[src/core/amp_fault_pkg.sv]
// Package: register offsets, field positions and timing for the fault supervisor.
// Assumes a register port of 8-bit address and 8-bit data inside the device.
package amp_fault_pkg;
	localparam logic [7:0] OFS_DEVICE_STATE = 8'h03;
	localparam logic [7:0] OFS_SAMPLE_RATE  = 8'h37;
	localparam logic [7:0] OFS_CLOCK_DETECT = 8'h39;
	localparam logic [7:0] OFS_CHAN_FAULT   = 8'h70;
	localparam logic [7:0] OFS_GLOBAL_A     = 8'h71;
	localparam logic [7:0] OFS_GLOBAL_B     = 8'h72;
	localparam logic [7:0] OFS_FAULT_CLEAR  = 8'h78;
	localparam logic [7:0] OFS_FAULT_CONFIG = 8'h7a;
	localparam logic [1:0] STATE_HIZ        = 2'h2;
	localparam logic [1:0] STATE_PLAY       = 2'h3;
	localparam logic [7:0] DEVICE_STATE_RST = 8'h00;
	localparam int         GA_UV_BIT        = 0;
	localparam int         GA_OV_BIT        = 1;
	localparam int         GA_CLK_BIT       = 2;
	localparam int         GB_OT_BIT        = 0;
	localparam int         CFG_OT_AUTO_BIT  = 0;
	localparam int         CLOCK_PERIOD_NS  = 10;
	localparam int         DC_PERSIST_MS    = 570;
	localparam int         DC_PERSIST_CYC   = DC_PERSIST_MS * 1000000 / CLOCK_PERIOD_NS;
	localparam int         STEP_HALF_DB     = 1;
	localparam logic [7:0] VOL_MIN          = 8'hff;
	typedef struct packed {
		logic       wr;
		logic       rd;
		logic [7:0] addr;
		logic [7:0] wdata;
	} reg_req_t;
	typedef struct packed {
		logic clock_halt;
		logic ratio_err;
		logic pll_unlock;
		logic rate_err;
	} clock_err_t;
endpackage : amp_fault_pkg

[src/core/channel_guard.sv]
// Per-channel short and DC-offset guard.
// Assumes detector inputs are synchronous comparator levels.
`timescale 1ns/1ps
`default_nettype none
module channel_guard #(
	parameter int DC_CYC = amp_fault_pkg::DC_PERSIST_CYC
) (
	input  wire logic clk_in,
	input  wire logic reset_n_in,
	input  wire logic enable_in,
	input  wire logic shutdown_det_in,
	input  wire logic restart_in,
	input  wire logic dc_offset_in,
	input  wire logic clear_in,
	output logic      short_out,
	output logic      dc_fault_out,
	output logic      drive_off_out
);
	import amp_fault_pkg::*;
	logic [31:0] dc_cnt_q;
	logic        short_q;
	logic        dc_q;

	assign drive_off_out = shutdown_det_in | short_q;
	assign short_out     = short_q;
	assign dc_fault_out  = dc_q;

	always_ff @(posedge clk_in or negedge reset_n_in) begin
		if (!reset_n_in) begin
			short_q <= 1'b0;
		end else if (enable_in) begin
			if (shutdown_det_in) begin
				short_q <= 1'b1;
			end else if (restart_in) begin
				short_q <= 1'b0;
			end
		end
	end

	always_ff @(posedge clk_in or negedge reset_n_in) begin
		if (!reset_n_in) begin
			dc_cnt_q <= '0;
		end else if (enable_in) begin
			if (!dc_offset_in) begin
				dc_cnt_q <= '0;
			end else if (dc_cnt_q <= 32'(DC_CYC)) begin
				dc_cnt_q <= dc_cnt_q + 32'h1;
			end
		end
	end

	always_ff @(posedge clk_in or negedge reset_n_in) begin
		if (!reset_n_in) begin
			dc_q <= 1'b0;
		end else if (enable_in) begin
			if (dc_cnt_q > 32'(DC_CYC)) begin
				dc_q <= 1'b1;
			end else if (clear_in) begin
				dc_q <= 1'b0;
			end
		end
	end
endmodule : channel_guard
`default_nettype wire

[src/core/amp_fault_supervisor.sv]
// Fault supervisor and power-state sequencer for a two-channel amplifier.
// Assumes register port strobes and detector levels synchronous to clk_in.
// What this block does
// - Ramp-down lowers volume 0.5dB once per sample period.
// - Severe short shuts only the affected channel within 100 ns.
// - Overcurrent shutdown asserts fault pin, latches record; host may restart.
// - Peak-current limiting alone latches nothing, operation resumes afterwards.
// - DC offset persisting past 570ms pulls fault low, high impedance, flags.
// - DC fault bit and high impedance hold until fault clear write.
// - Over-temperature moves outputs to high impedance, flags global register.
// - Autorecovery resumes play on cooling; otherwise needs fault clear.
// - Overvoltage forces high impedance, flags; play resumes, flag sticks.
// - Undervoltage forces high impedance, flags; play resumes, flag sticks.
// - Clock errors reported live in monitor registers, force high impedance.
// - Clock fault latches bit; play resumes automatically when clocks recover.
`timescale 1ns/1ps
`default_nettype none
module amp_fault_supervisor #(
	parameter int CHANNELS = 2,
	parameter int DC_CYC   = amp_fault_pkg::DC_PERSIST_CYC
) (
	input  wire logic                     clk_in,
	input  wire logic                     reset_n_in,
	input  wire logic                     clk_en_in,
	input  wire logic                     power_down_pin_n_in,
	input  wire amp_fault_pkg::reg_req_t  reg_req_in,
	output logic [7:0]                    reg_rdata_out,
	input  wire logic                     sample_tick_in,
	input  wire logic [CHANNELS-1:0]      shutdown_det_in,
	input  wire logic [CHANNELS-1:0]      peak_limit_in,
	input  wire logic [CHANNELS-1:0]      dc_offset_in,
	input  wire logic                     over_temp_in,
	input  wire logic                     temp_cooled_in,
	input  wire logic                     supply_over_in,
	input  wire logic                     supply_over_ok_in,
	input  wire logic                     supply_under_in,
	input  wire logic                     supply_under_ok_in,
	input  wire amp_fault_pkg::clock_err_t clock_err_in,
	input  wire logic [3:0]               rate_code_in,
	output logic [CHANNELS-1:0]           speaker_outputs_en_out,
	output logic [CHANNELS-1:0]           current_limit_out,
	output logic [7:0]                    volume_atten_out,
	output logic                          fault_n_out
);
	import amp_fault_pkg::*;

	typedef enum logic [1:0] {ST_HIZ, ST_PLAY, ST_RAMP} out_state_t;

	out_state_t          state_q;
	logic [7:0]          dev_state_q;
	logic [7:0]          cfg_q;
	logic [7:0]          vol_q;
	logic                ot_q, ot_hold_q, ov_q, ov_act_q, uv_q, uv_act_q, clk_q;
	logic [CHANNELS-1:0] short_w, dc_w, off_w, restart_w;
	logic                clear_w, clk_err_w, hold_hiz_w, play_ok_w, wr_state_w;
	logic [7:0]          rdata_d;

	// ----------------------------------------
	// Register port
	// ----------------------------------------
	// A write to OFS_FAULT_CLEAR clears latches
	assign clear_w    = reg_req_in.wr && reg_req_in.addr == OFS_FAULT_CLEAR;
	assign wr_state_w = reg_req_in.wr && reg_req_in.addr == OFS_DEVICE_STATE;
	assign clk_err_w  = |clock_err_in;

	always_ff @(posedge clk_in or negedge reset_n_in) begin
		if (!reset_n_in) begin
			dev_state_q <= DEVICE_STATE_RST;
			cfg_q       <= '0;
		end else if (clk_en_in) begin
			if (wr_state_w) begin
				dev_state_q <= reg_req_in.wdata;
			end
			if (reg_req_in.wr && reg_req_in.addr == OFS_FAULT_CONFIG) begin
				cfg_q <= reg_req_in.wdata;
			end
		end
	end

	genvar g;
	generate
		for (g = 0; g < CHANNELS; g++) begin : g_ch
			assign restart_w[g] = clear_w | (wr_state_w && reg_req_in.wdata[g]);
			channel_guard #(.DC_CYC(DC_CYC)) u_guard (
				.clk_in          (clk_in),
				.reset_n_in      (reset_n_in),
				.enable_in       (clk_en_in),
				.shutdown_det_in (shutdown_det_in[g]),
				.restart_in      (restart_w[g]),
				.dc_offset_in    (dc_offset_in[g]),
				.clear_in        (clear_w),
				.short_out       (short_w[g]),
				.dc_fault_out    (dc_w[g]),
				.drive_off_out   (off_w[g])
			);
		end
	endgenerate

	// ----------------------------------------
	// Global faults
	// ----------------------------------------
	always_ff @(posedge clk_in or negedge reset_n_in) begin
		if (!reset_n_in) begin
			ot_q <= 1'b0;
			ot_hold_q <= 1'b0;
		end else if (clk_en_in) begin
			if (over_temp_in) begin
				ot_q      <= 1'b1;
				ot_hold_q <= 1'b1;
			end else begin
				if (clear_w) begin
					ot_q <= 1'b0;
				end
				if ((cfg_q[CFG_OT_AUTO_BIT] && temp_cooled_in) || clear_w) begin
					ot_hold_q <= 1'b0;
				end
			end
		end
	end

	always_ff @(posedge clk_in or negedge reset_n_in) begin
		if (!reset_n_in) begin
			ov_q <= 1'b0;
			ov_act_q <= 1'b0;
			uv_q <= 1'b0;
			uv_act_q <= 1'b0;
			clk_q <= 1'b0;
		end else if (clk_en_in) begin
			if (supply_over_in) begin
				ov_act_q <= 1'b1;
			end else if (supply_over_ok_in) begin
				ov_act_q <= 1'b0;
			end
			if (supply_over_in) begin
				ov_q <= 1'b1;
			end else if (clear_w) begin
				ov_q <= 1'b0;
			end
			if (supply_under_in) begin
				uv_act_q <= 1'b1;
			end else if (supply_under_ok_in) begin
				uv_act_q <= 1'b0;
			end
			if (supply_under_in) begin
				uv_q <= 1'b1;
			end else if (clear_w) begin
				uv_q <= 1'b0;
			end
			if (clk_err_w) begin
				clk_q <= 1'b1;
			end else if (clear_w) begin
				clk_q <= 1'b0;
			end
		end
	end

	// ----------------------------------------
	// Output state
	// ----------------------------------------
	// Clock error forces high impedance
	assign hold_hiz_w = ot_hold_q | ov_act_q | uv_act_q | clk_err_w | (|dc_w);
	assign play_ok_w  = power_down_pin_n_in && dev_state_q[1:0] == STATE_PLAY && !hold_hiz_w;

	always_ff @(posedge clk_in or negedge reset_n_in) begin
		if (!reset_n_in) begin
			state_q <= ST_HIZ;
			vol_q   <= VOL_MIN;
		end else if (clk_en_in) begin
			case (state_q)
				ST_HIZ: begin
					vol_q <= VOL_MIN;
					if (play_ok_w) begin
						state_q <= ST_PLAY;
						vol_q   <= '0;
					end
				end
				ST_PLAY: begin
					// Faults cut at once; a plain state request ramps first
					if (hold_hiz_w || !power_down_pin_n_in) begin
						state_q <= ST_HIZ;
					end else if (dev_state_q[1:0] != STATE_PLAY) begin
						state_q <= ST_RAMP;
					end
				end
				ST_RAMP: begin
					if (hold_hiz_w || !power_down_pin_n_in || vol_q == VOL_MIN) begin
						state_q <= ST_HIZ;
					end else if (sample_tick_in) begin
						vol_q <= vol_q + 8'(STEP_HALF_DB);
					end
				end
				default: state_q <= ST_HIZ;
			endcase
		end
	end

	// Peak limiting passes through, no latch
	assign current_limit_out = peak_limit_in;
	assign speaker_outputs_en_out = (state_q != ST_HIZ) ? ~off_w : '0;
	assign volume_atten_out = vol_q;
	// Fault line low on latched short or DC faults
	assign fault_n_out = ~((|short_w) | (|dc_w));

	// ----------------------------------------
	// Read data
	// ----------------------------------------
	always_comb begin
		rdata_d = '0;
		case (reg_req_in.addr)
			OFS_DEVICE_STATE: rdata_d = dev_state_q;
			OFS_SAMPLE_RATE:  rdata_d = {4'h0, rate_code_in};
			OFS_CLOCK_DETECT: rdata_d = {4'h0, clock_err_in};
			OFS_CHAN_FAULT:   rdata_d = {2'(dc_w), 4'h0, 2'(short_w)};
			OFS_GLOBAL_A: begin
				rdata_d[GA_UV_BIT]  = uv_q;
				rdata_d[GA_OV_BIT]  = ov_q;
				rdata_d[GA_CLK_BIT] = clk_q;
			end
			OFS_GLOBAL_B:     rdata_d[GB_OT_BIT] = ot_q;
			OFS_FAULT_CONFIG: rdata_d = cfg_q;
			default:          rdata_d = '0;
		endcase
	end

	always_ff @(posedge clk_in or negedge reset_n_in) begin
		if (!reset_n_in) begin
			reg_rdata_out <= '0;
		end else if (clk_en_in && reg_req_in.rd) begin
			reg_rdata_out <= rdata_d;
		end
	end
endmodule : amp_fault_supervisor
`default_nettype wire

[config.mk]
export PLATFORM = sky130hd
export DESIGN_NAME = amp_fault_supervisor
export DESIGN_NICKNAME = d
export VERILOG_FILES = /design/src/core/amp_fault_pkg.sv /design/src/core/channel_guard.sv /design/src/core/amp_fault_supervisor.sv
export SDC_FILE = /design/constraint.sdc
export NUM_CORES = 1
export LEC_CHECK = 0
export ABC_AREA = 1
export BUFFER_PORTS_ARGS = -buffer_cell sky130_fd_sc_hd__buf_2
export CAP_MARGIN = 20
export CORE_MARGIN = 1
export CORE_UTILIZATION = 35
export CTS_BUF_LIST = sky130_fd_sc_hd__clkbuf_2 sky130_fd_sc_hd__clkbuf_4 sky130_fd_sc_hd__clkbuf_8
export CTS_CLUSTER_SIZE = 16
export DETAILED_ROUTE_END_ITERATION = 12
export PLACE_DENSITY_LB_ADDON = 0.08
export SYNTH_ARGS = -nofsm -noshare
export SYNTH_HDL_FRONTEND = slang
export SYNTH_HIERARCHICAL = 1
export SYNTH_SLANG_ARGS = --single-unit
[constraint.sdc]
create_clock -name clk_in -period 2 [get_ports clk_in]
set_clock_uncertainty 0.1 [all_clocks]
set_input_delay 0.3 -clock clk_in [delete_from_list [all_inputs] [get_ports clk_in]]
set_output_delay 0.3 -clock clk_in [all_outputs]
set_load 0.05 [all_outputs]
# Word-level counts from Yosys, hierarchy flattened
# Cells that the tools add are included.
# op_classes
mux	34
magnitude_cmp	4
add_sub_neg	3
bitwise_logic	11
reduce_logical	48
eq_ne	20
# ops
operator	n
$mux 32	4
$add 32x1->32 const B	2
$gt 32x26->1 const B	2
$le 32x26->1 const B	2
$eq 8x7->1 const B	5
$reduce_and 2->1	15
$reduce_bool 2->1	13
$pmux 5 s5	1
$mux 8	3
$mux 1	17
$eq 8x6->1 const B	2
$pmux 8 s2	1
$pmux 2 s6	1
$mux 2	5
$ne 2x2->1 const B	5
$logic_and 1x1->1	9
$or 1x1->1	9
$add 8x1->8 const B	1
$eq 8x2->1 const B	1
$eq 8x8->1 const B	1
$reduce_and 4->1	2
$pmux 1 s7	1
$pmux 2 s3	1
$eq 2x2->1 const B	2
10 further kinds	15
# totals
out_inout_bits	21
in_bits	43
word_cells	138
register_bits	109

# Longest topological paths before layout
# depth
ltp_word	8
mapped_depth	12
mapped_depth_nobuf	11

# Cells and area by module
# Netlist, hierarchy kept.
# modules_own_cells
module	n_inst	cells_per_inst	area_each_um2	seq_area_each_um2
amp_fault_supervisor	1	329	2472.4	1036.0
channel_guard at g_ch[1].u_guard	1	379	2334.7	850.8
channel_guard at g_ch[0].u_guard	1	377	2331.0	850.8

# Worst setup path after synthesis
# No wires, ideal clock.
# synth_timing
path_type	reg2out
start	reg g_ch[0].u_guard.dc_q
end	out fault_n_out
path_slack_ns	-0.348
n_path_buf	0
required_time_ns	1.600
arrival_ns	1.948
stages_incl_launch_ff	2
cell_sequence	dfrtp_1 > nor4_1
# synth_via
elab_chain_cells	3
# synth_rtl
element	line	source
start, declared	channel_guard.sv:22	logic dc_q;
start signal, assigned	channel_guard.sv:54	dc_q <= 1'b0;
start signal, assigned	channel_guard.sv:57	dc_q <= 1'b1;
start signal, assigned	channel_guard.sv:59	dc_q <= 1'b0;
$reduce_or 2->1	amp_fault_supervisor.sv:202	assign fault_n_out = ~((|short_w) | (|dc_w));
$or 1x1->1	amp_fault_supervisor.sv:202	
$not 1->1	amp_fault_supervisor.sv:202	
end, declared	amp_fault_supervisor.sv:43	output logic fault_n_out
# Every way passes these cells.

# Worst setup path after layout
# layout_timing
start	reg g_ch[1].u_guard.short_q
end	out speaker_outputs_en_out[1]
# layout_via
elab_chain_cells	3
# layout_rtl
element	line	source
start, declared	channel_guard.sv:21	logic short_q;
start signal, assigned	channel_guard.sv:30	short_q <= 1'b0;
start signal, assigned	channel_guard.sv:33	short_q <= 1'b1;
start signal, assigned	channel_guard.sv:35	short_q <= 1'b0;
$or 1x1->1	channel_guard.sv:24	assign drive_off_out = shutdown_det_in | short_q;
via off_w[1]	amp_fault_supervisor.sv:54	logic [CHANNELS-1:0] short_w, dc_w, off_w, restart_w;
$not 2->2	amp_fault_supervisor.sv:199	assign speaker_outputs_en_out = (state_q != ST_HIZ) ? ~off_w : '0;
$mux 2	amp_fault_supervisor.sv:199	
end, declared	amp_fault_supervisor.sv:40	output logic [CHANNELS-1:0] speaker_outputs_en_out,
# The timed path passes the listed nets, and every way through them passes these cells.

==> reports/metrics.cfg <==
[timing]
clock.fmax_mhz=534.3
hold_violations=0
setup-tns-final_ns=0
post-route-period-util=0.9359
slew_viol_final=0
rsz0062_at_grt=false
setup-violations-final=0
worstMarginPinSlew_ns=0.5191
period_needed_ns=1.872
maxSlewHeadroom=0.6535

[logic_synthesis]
seq_area_frac_synth=0.3835
synth_most_common_cell=nand2_1
synth.distinct_cells=41
synth_edf_count=0
avgSynthCellArea_um2=6.579
yosys_warnings=6
syn_inst=1085
synth_area_leaders=dfrtp_1 (35%), nand2_1 (22%), nor2_1 (9.7%)
synth_commonest_cells=nand2_1 (416), nor2_1 (184), nand3_1 (113)
synth-main-ff-cell=dfrtp_1
synth_top_cell_by_area=dfrtp_1
synth_top_area_frac=0.3541
syn_nets=1133
syn_area_um2=7138
async_flop_share=1.000
synth-seq-cells=109

[layout]
fin_nets=1217
area_delta_synth_final_pct=14.67
layout-drive-gt1-share=0.1516
antenna_cells=0

[routing]
dr.pass1.iters=5
routed_wl_um=18900
vias=6699
post-route-drc-count=0
via_per_inst=4.655
drt_iter0_drc=288
ant_nets=0
wl_per_cell_um=13.13

[critical_path]
critPathMaxStageDelay_ns=0.44
crit_arrival_ns=1.47
cp_max_fo=4
worstPathRequired_ns=1.60
cp.buffers_inverters=1
worst_setup_path_start_kind=flop
path_cells=or2_2, nor2_1, clkbuf_4
critPathSlowestCell=dfrtp_1
end_kind=output pin
critPathKind=flop to output pin
cpLargestDelayFamily=flip-flops

[placement]
hpwl_um=14440
port_buffers=59
routabilityCongestion=0.8694

[die]
initial_utilization=0.3620
io_pins=64
die_y_um=144.8
dieArea_um2=20970
die_w_um=144.8
core_um2=19720
rows=51

[global_routing]
grt_pass1_vias=6350
grt_usage=0.1936
grt_pass1_wl_um=31950
antenna_found_initial=0
grt_max_degree=55
gr-total-overflow=0

[pwr]
total_power_uw=4263
power_density_nw_per_um2=520.8
p_leak_uw=0.004023
max-vdd-ir-drop_mv=0.3198

[clock_tree]
cts_made_buffers=9
cts_tree=built
cts_sinks=109
cts_root_buf=clkbuf_8
clock_path_buffers=2
clkTransAtPathRegs_ns=0.12
htree_num_levels=3
clk_latency_ns=0.41

[min_path]
min_path_type=input port to flop

[run_status]
status=finished clean

[job]
cap_violations=0

## per-layer routing
metal | vias to the layer above | global-route usage | share of wire
li1 | 3579 | - | -
met1 | 3045 | 0.2697 | 0.50
met2 | 66 | 0.3138 | 0.46
met3 | 9 | 0.03620 | 0.026
met4 | 0 | 0.03380 | 0.0077
met5 | - | 0 | 0
## logic make-up (layout without fill, tap and decap cells)
logic type      count (synthesis)  in the layout  synth area share
simple gates                  771            771            0.4601
flops                         109            109            0.3835
fa+ha+maj                       5              5          0.008764
xor+xnor                       10             10           0.01227
compound gates                 66             66           0.05907
buf+inv                       124            213           0.07625
## worst reg2reg max path: stages, from the launching register on
cell and delay [ns]:
dfrtp_1 0.46, nand2_1 0.15, nor2_1 0.13, nand2_1 0.07, nor2_2 0.12, nand2_1 0.13
nand3_4 0.13, nand2_4 0.14, buf_12 0.19, nand2_1 0.06, nand2_1 0.05
## final timing paths
kind,startpoint,endpoint,slack (ns),cells past startpoint
setup / recovery,g_ch[1].u_guard/short_out,speaker_outputs_en_out[1],0.13,3
hold / removal,supply_under_ok_in,uv_act_q,0.03,4
setup reg to reg,g_ch[1].u_guard/dc_cnt_q[22],g_ch[1].u_guard/dc_cnt_q[13],0.20,10
max in group asynchronous,reset_n_in,reg_rdata_out[1],0.94,3
hold reg to reg,volume_atten_out[3],volume_atten_out[3],0.39,2
min in group asynchronous,reset_n_in,g_ch[1].u_guard/dc_cnt_q[12],0.24,2
## metrics by stage
step | setup WS, ns | hold WS (ns) | instance area [µm²] | cells | util
6_report | 0.1283 | 0.03175 | 8185 | 1439 | 0.4151
5_1_grt | 0.002300 | 0.02304 | 8185 | 1439 | 0.4151
4_1_cts | 0.05011 | 0.01481 | 8163 | 1439 | 0.4140
3_5_place_dp | 0.1441 | 0.1440 | 7935 | 1422 | 0.4024
3_3_place_gp | 0.1643 | 0.1395 | 7935 | 1422 | 0.4024
2_1_floorplan | 0.2228 | -0.09559 | 7144 | 1085 | -
## cell type report
type                       instances  area, µm²
clock buffer                       9      123.9
clock inverter                     7      93.84
fill                            2146      11530
inverter                         100      377.9
multi-input combinational        852       3877
sequential                       109       2740
tap                              265      331.6
timing repair buffer              97      640.6
## sequential cells by signal, indices dropped and copies added (netlist names)
register                   flops
cfg_q                          8
clk_q                          1
dev_state_q                    8
g_ch.u_guard/dc_cnt_q         64
g_ch.u_guard/dc_fault_out      2
g_ch.u_guard/short_out         2
ot_hold_q                      1
ot_q                           1
ov_act_q                       1
ov_q                           1
reg_rdata_out                  8
state_q                        2
uv_act_q                       1
uv_q                           1
volume_atten_out               8
## report_power, final
part / leakage [µW] / internal, µW / total, µW / switching [µW]
logic: 0.00248 / 145 / 465 / 320
registers: 0.00143 / 2260 / 2310 / 52.3
clock network: 0.000110 / 527 / 1480 / 958
total: 0.00402 / 2930 / 4260 / 1330
## layout by cell type (no fill, tap or decap), drive strengths merged
| cell type | instances |
|---|---|
| a31oi | 2 |
| o21a | 2 |
| xor2 | 8 |
| inv | 104 |
| dfrtp | 101 |
| nand3b | 1 |
| or2 | 4 |
| nor3 | 8 |
| o21ai | 42 |
| ha | 5 |
| dlygate4sd3 | 1 |
| a22o | 2 |
| nor4 | 1 |
| o21bai | 2 |
| nand2 | 427 |
| and2 | 2 |
| clkinv | 3 |
| nor2 | 189 |
| clkbuf | 10 |
| xnor2 | 2 |
| nand3 | 118 |
| a21oi | 16 |
| dfstp | 8 |
| buf | 95 |
| nand4 | 19 |
| nor3b | 2 |
## timing repair
| action | in CTS | in global routing |
|---|---|---|
| setup buffers | 0 | 0 |
| resized for setup | 0 | 11 |
| endpoints found under the setup margin | 0 | 21 |
| hold endpoints to repair | 22 | 0 |
| hold buffers | 1 | 0 |
Note: power is estimated with default switching activity, not from simulation.
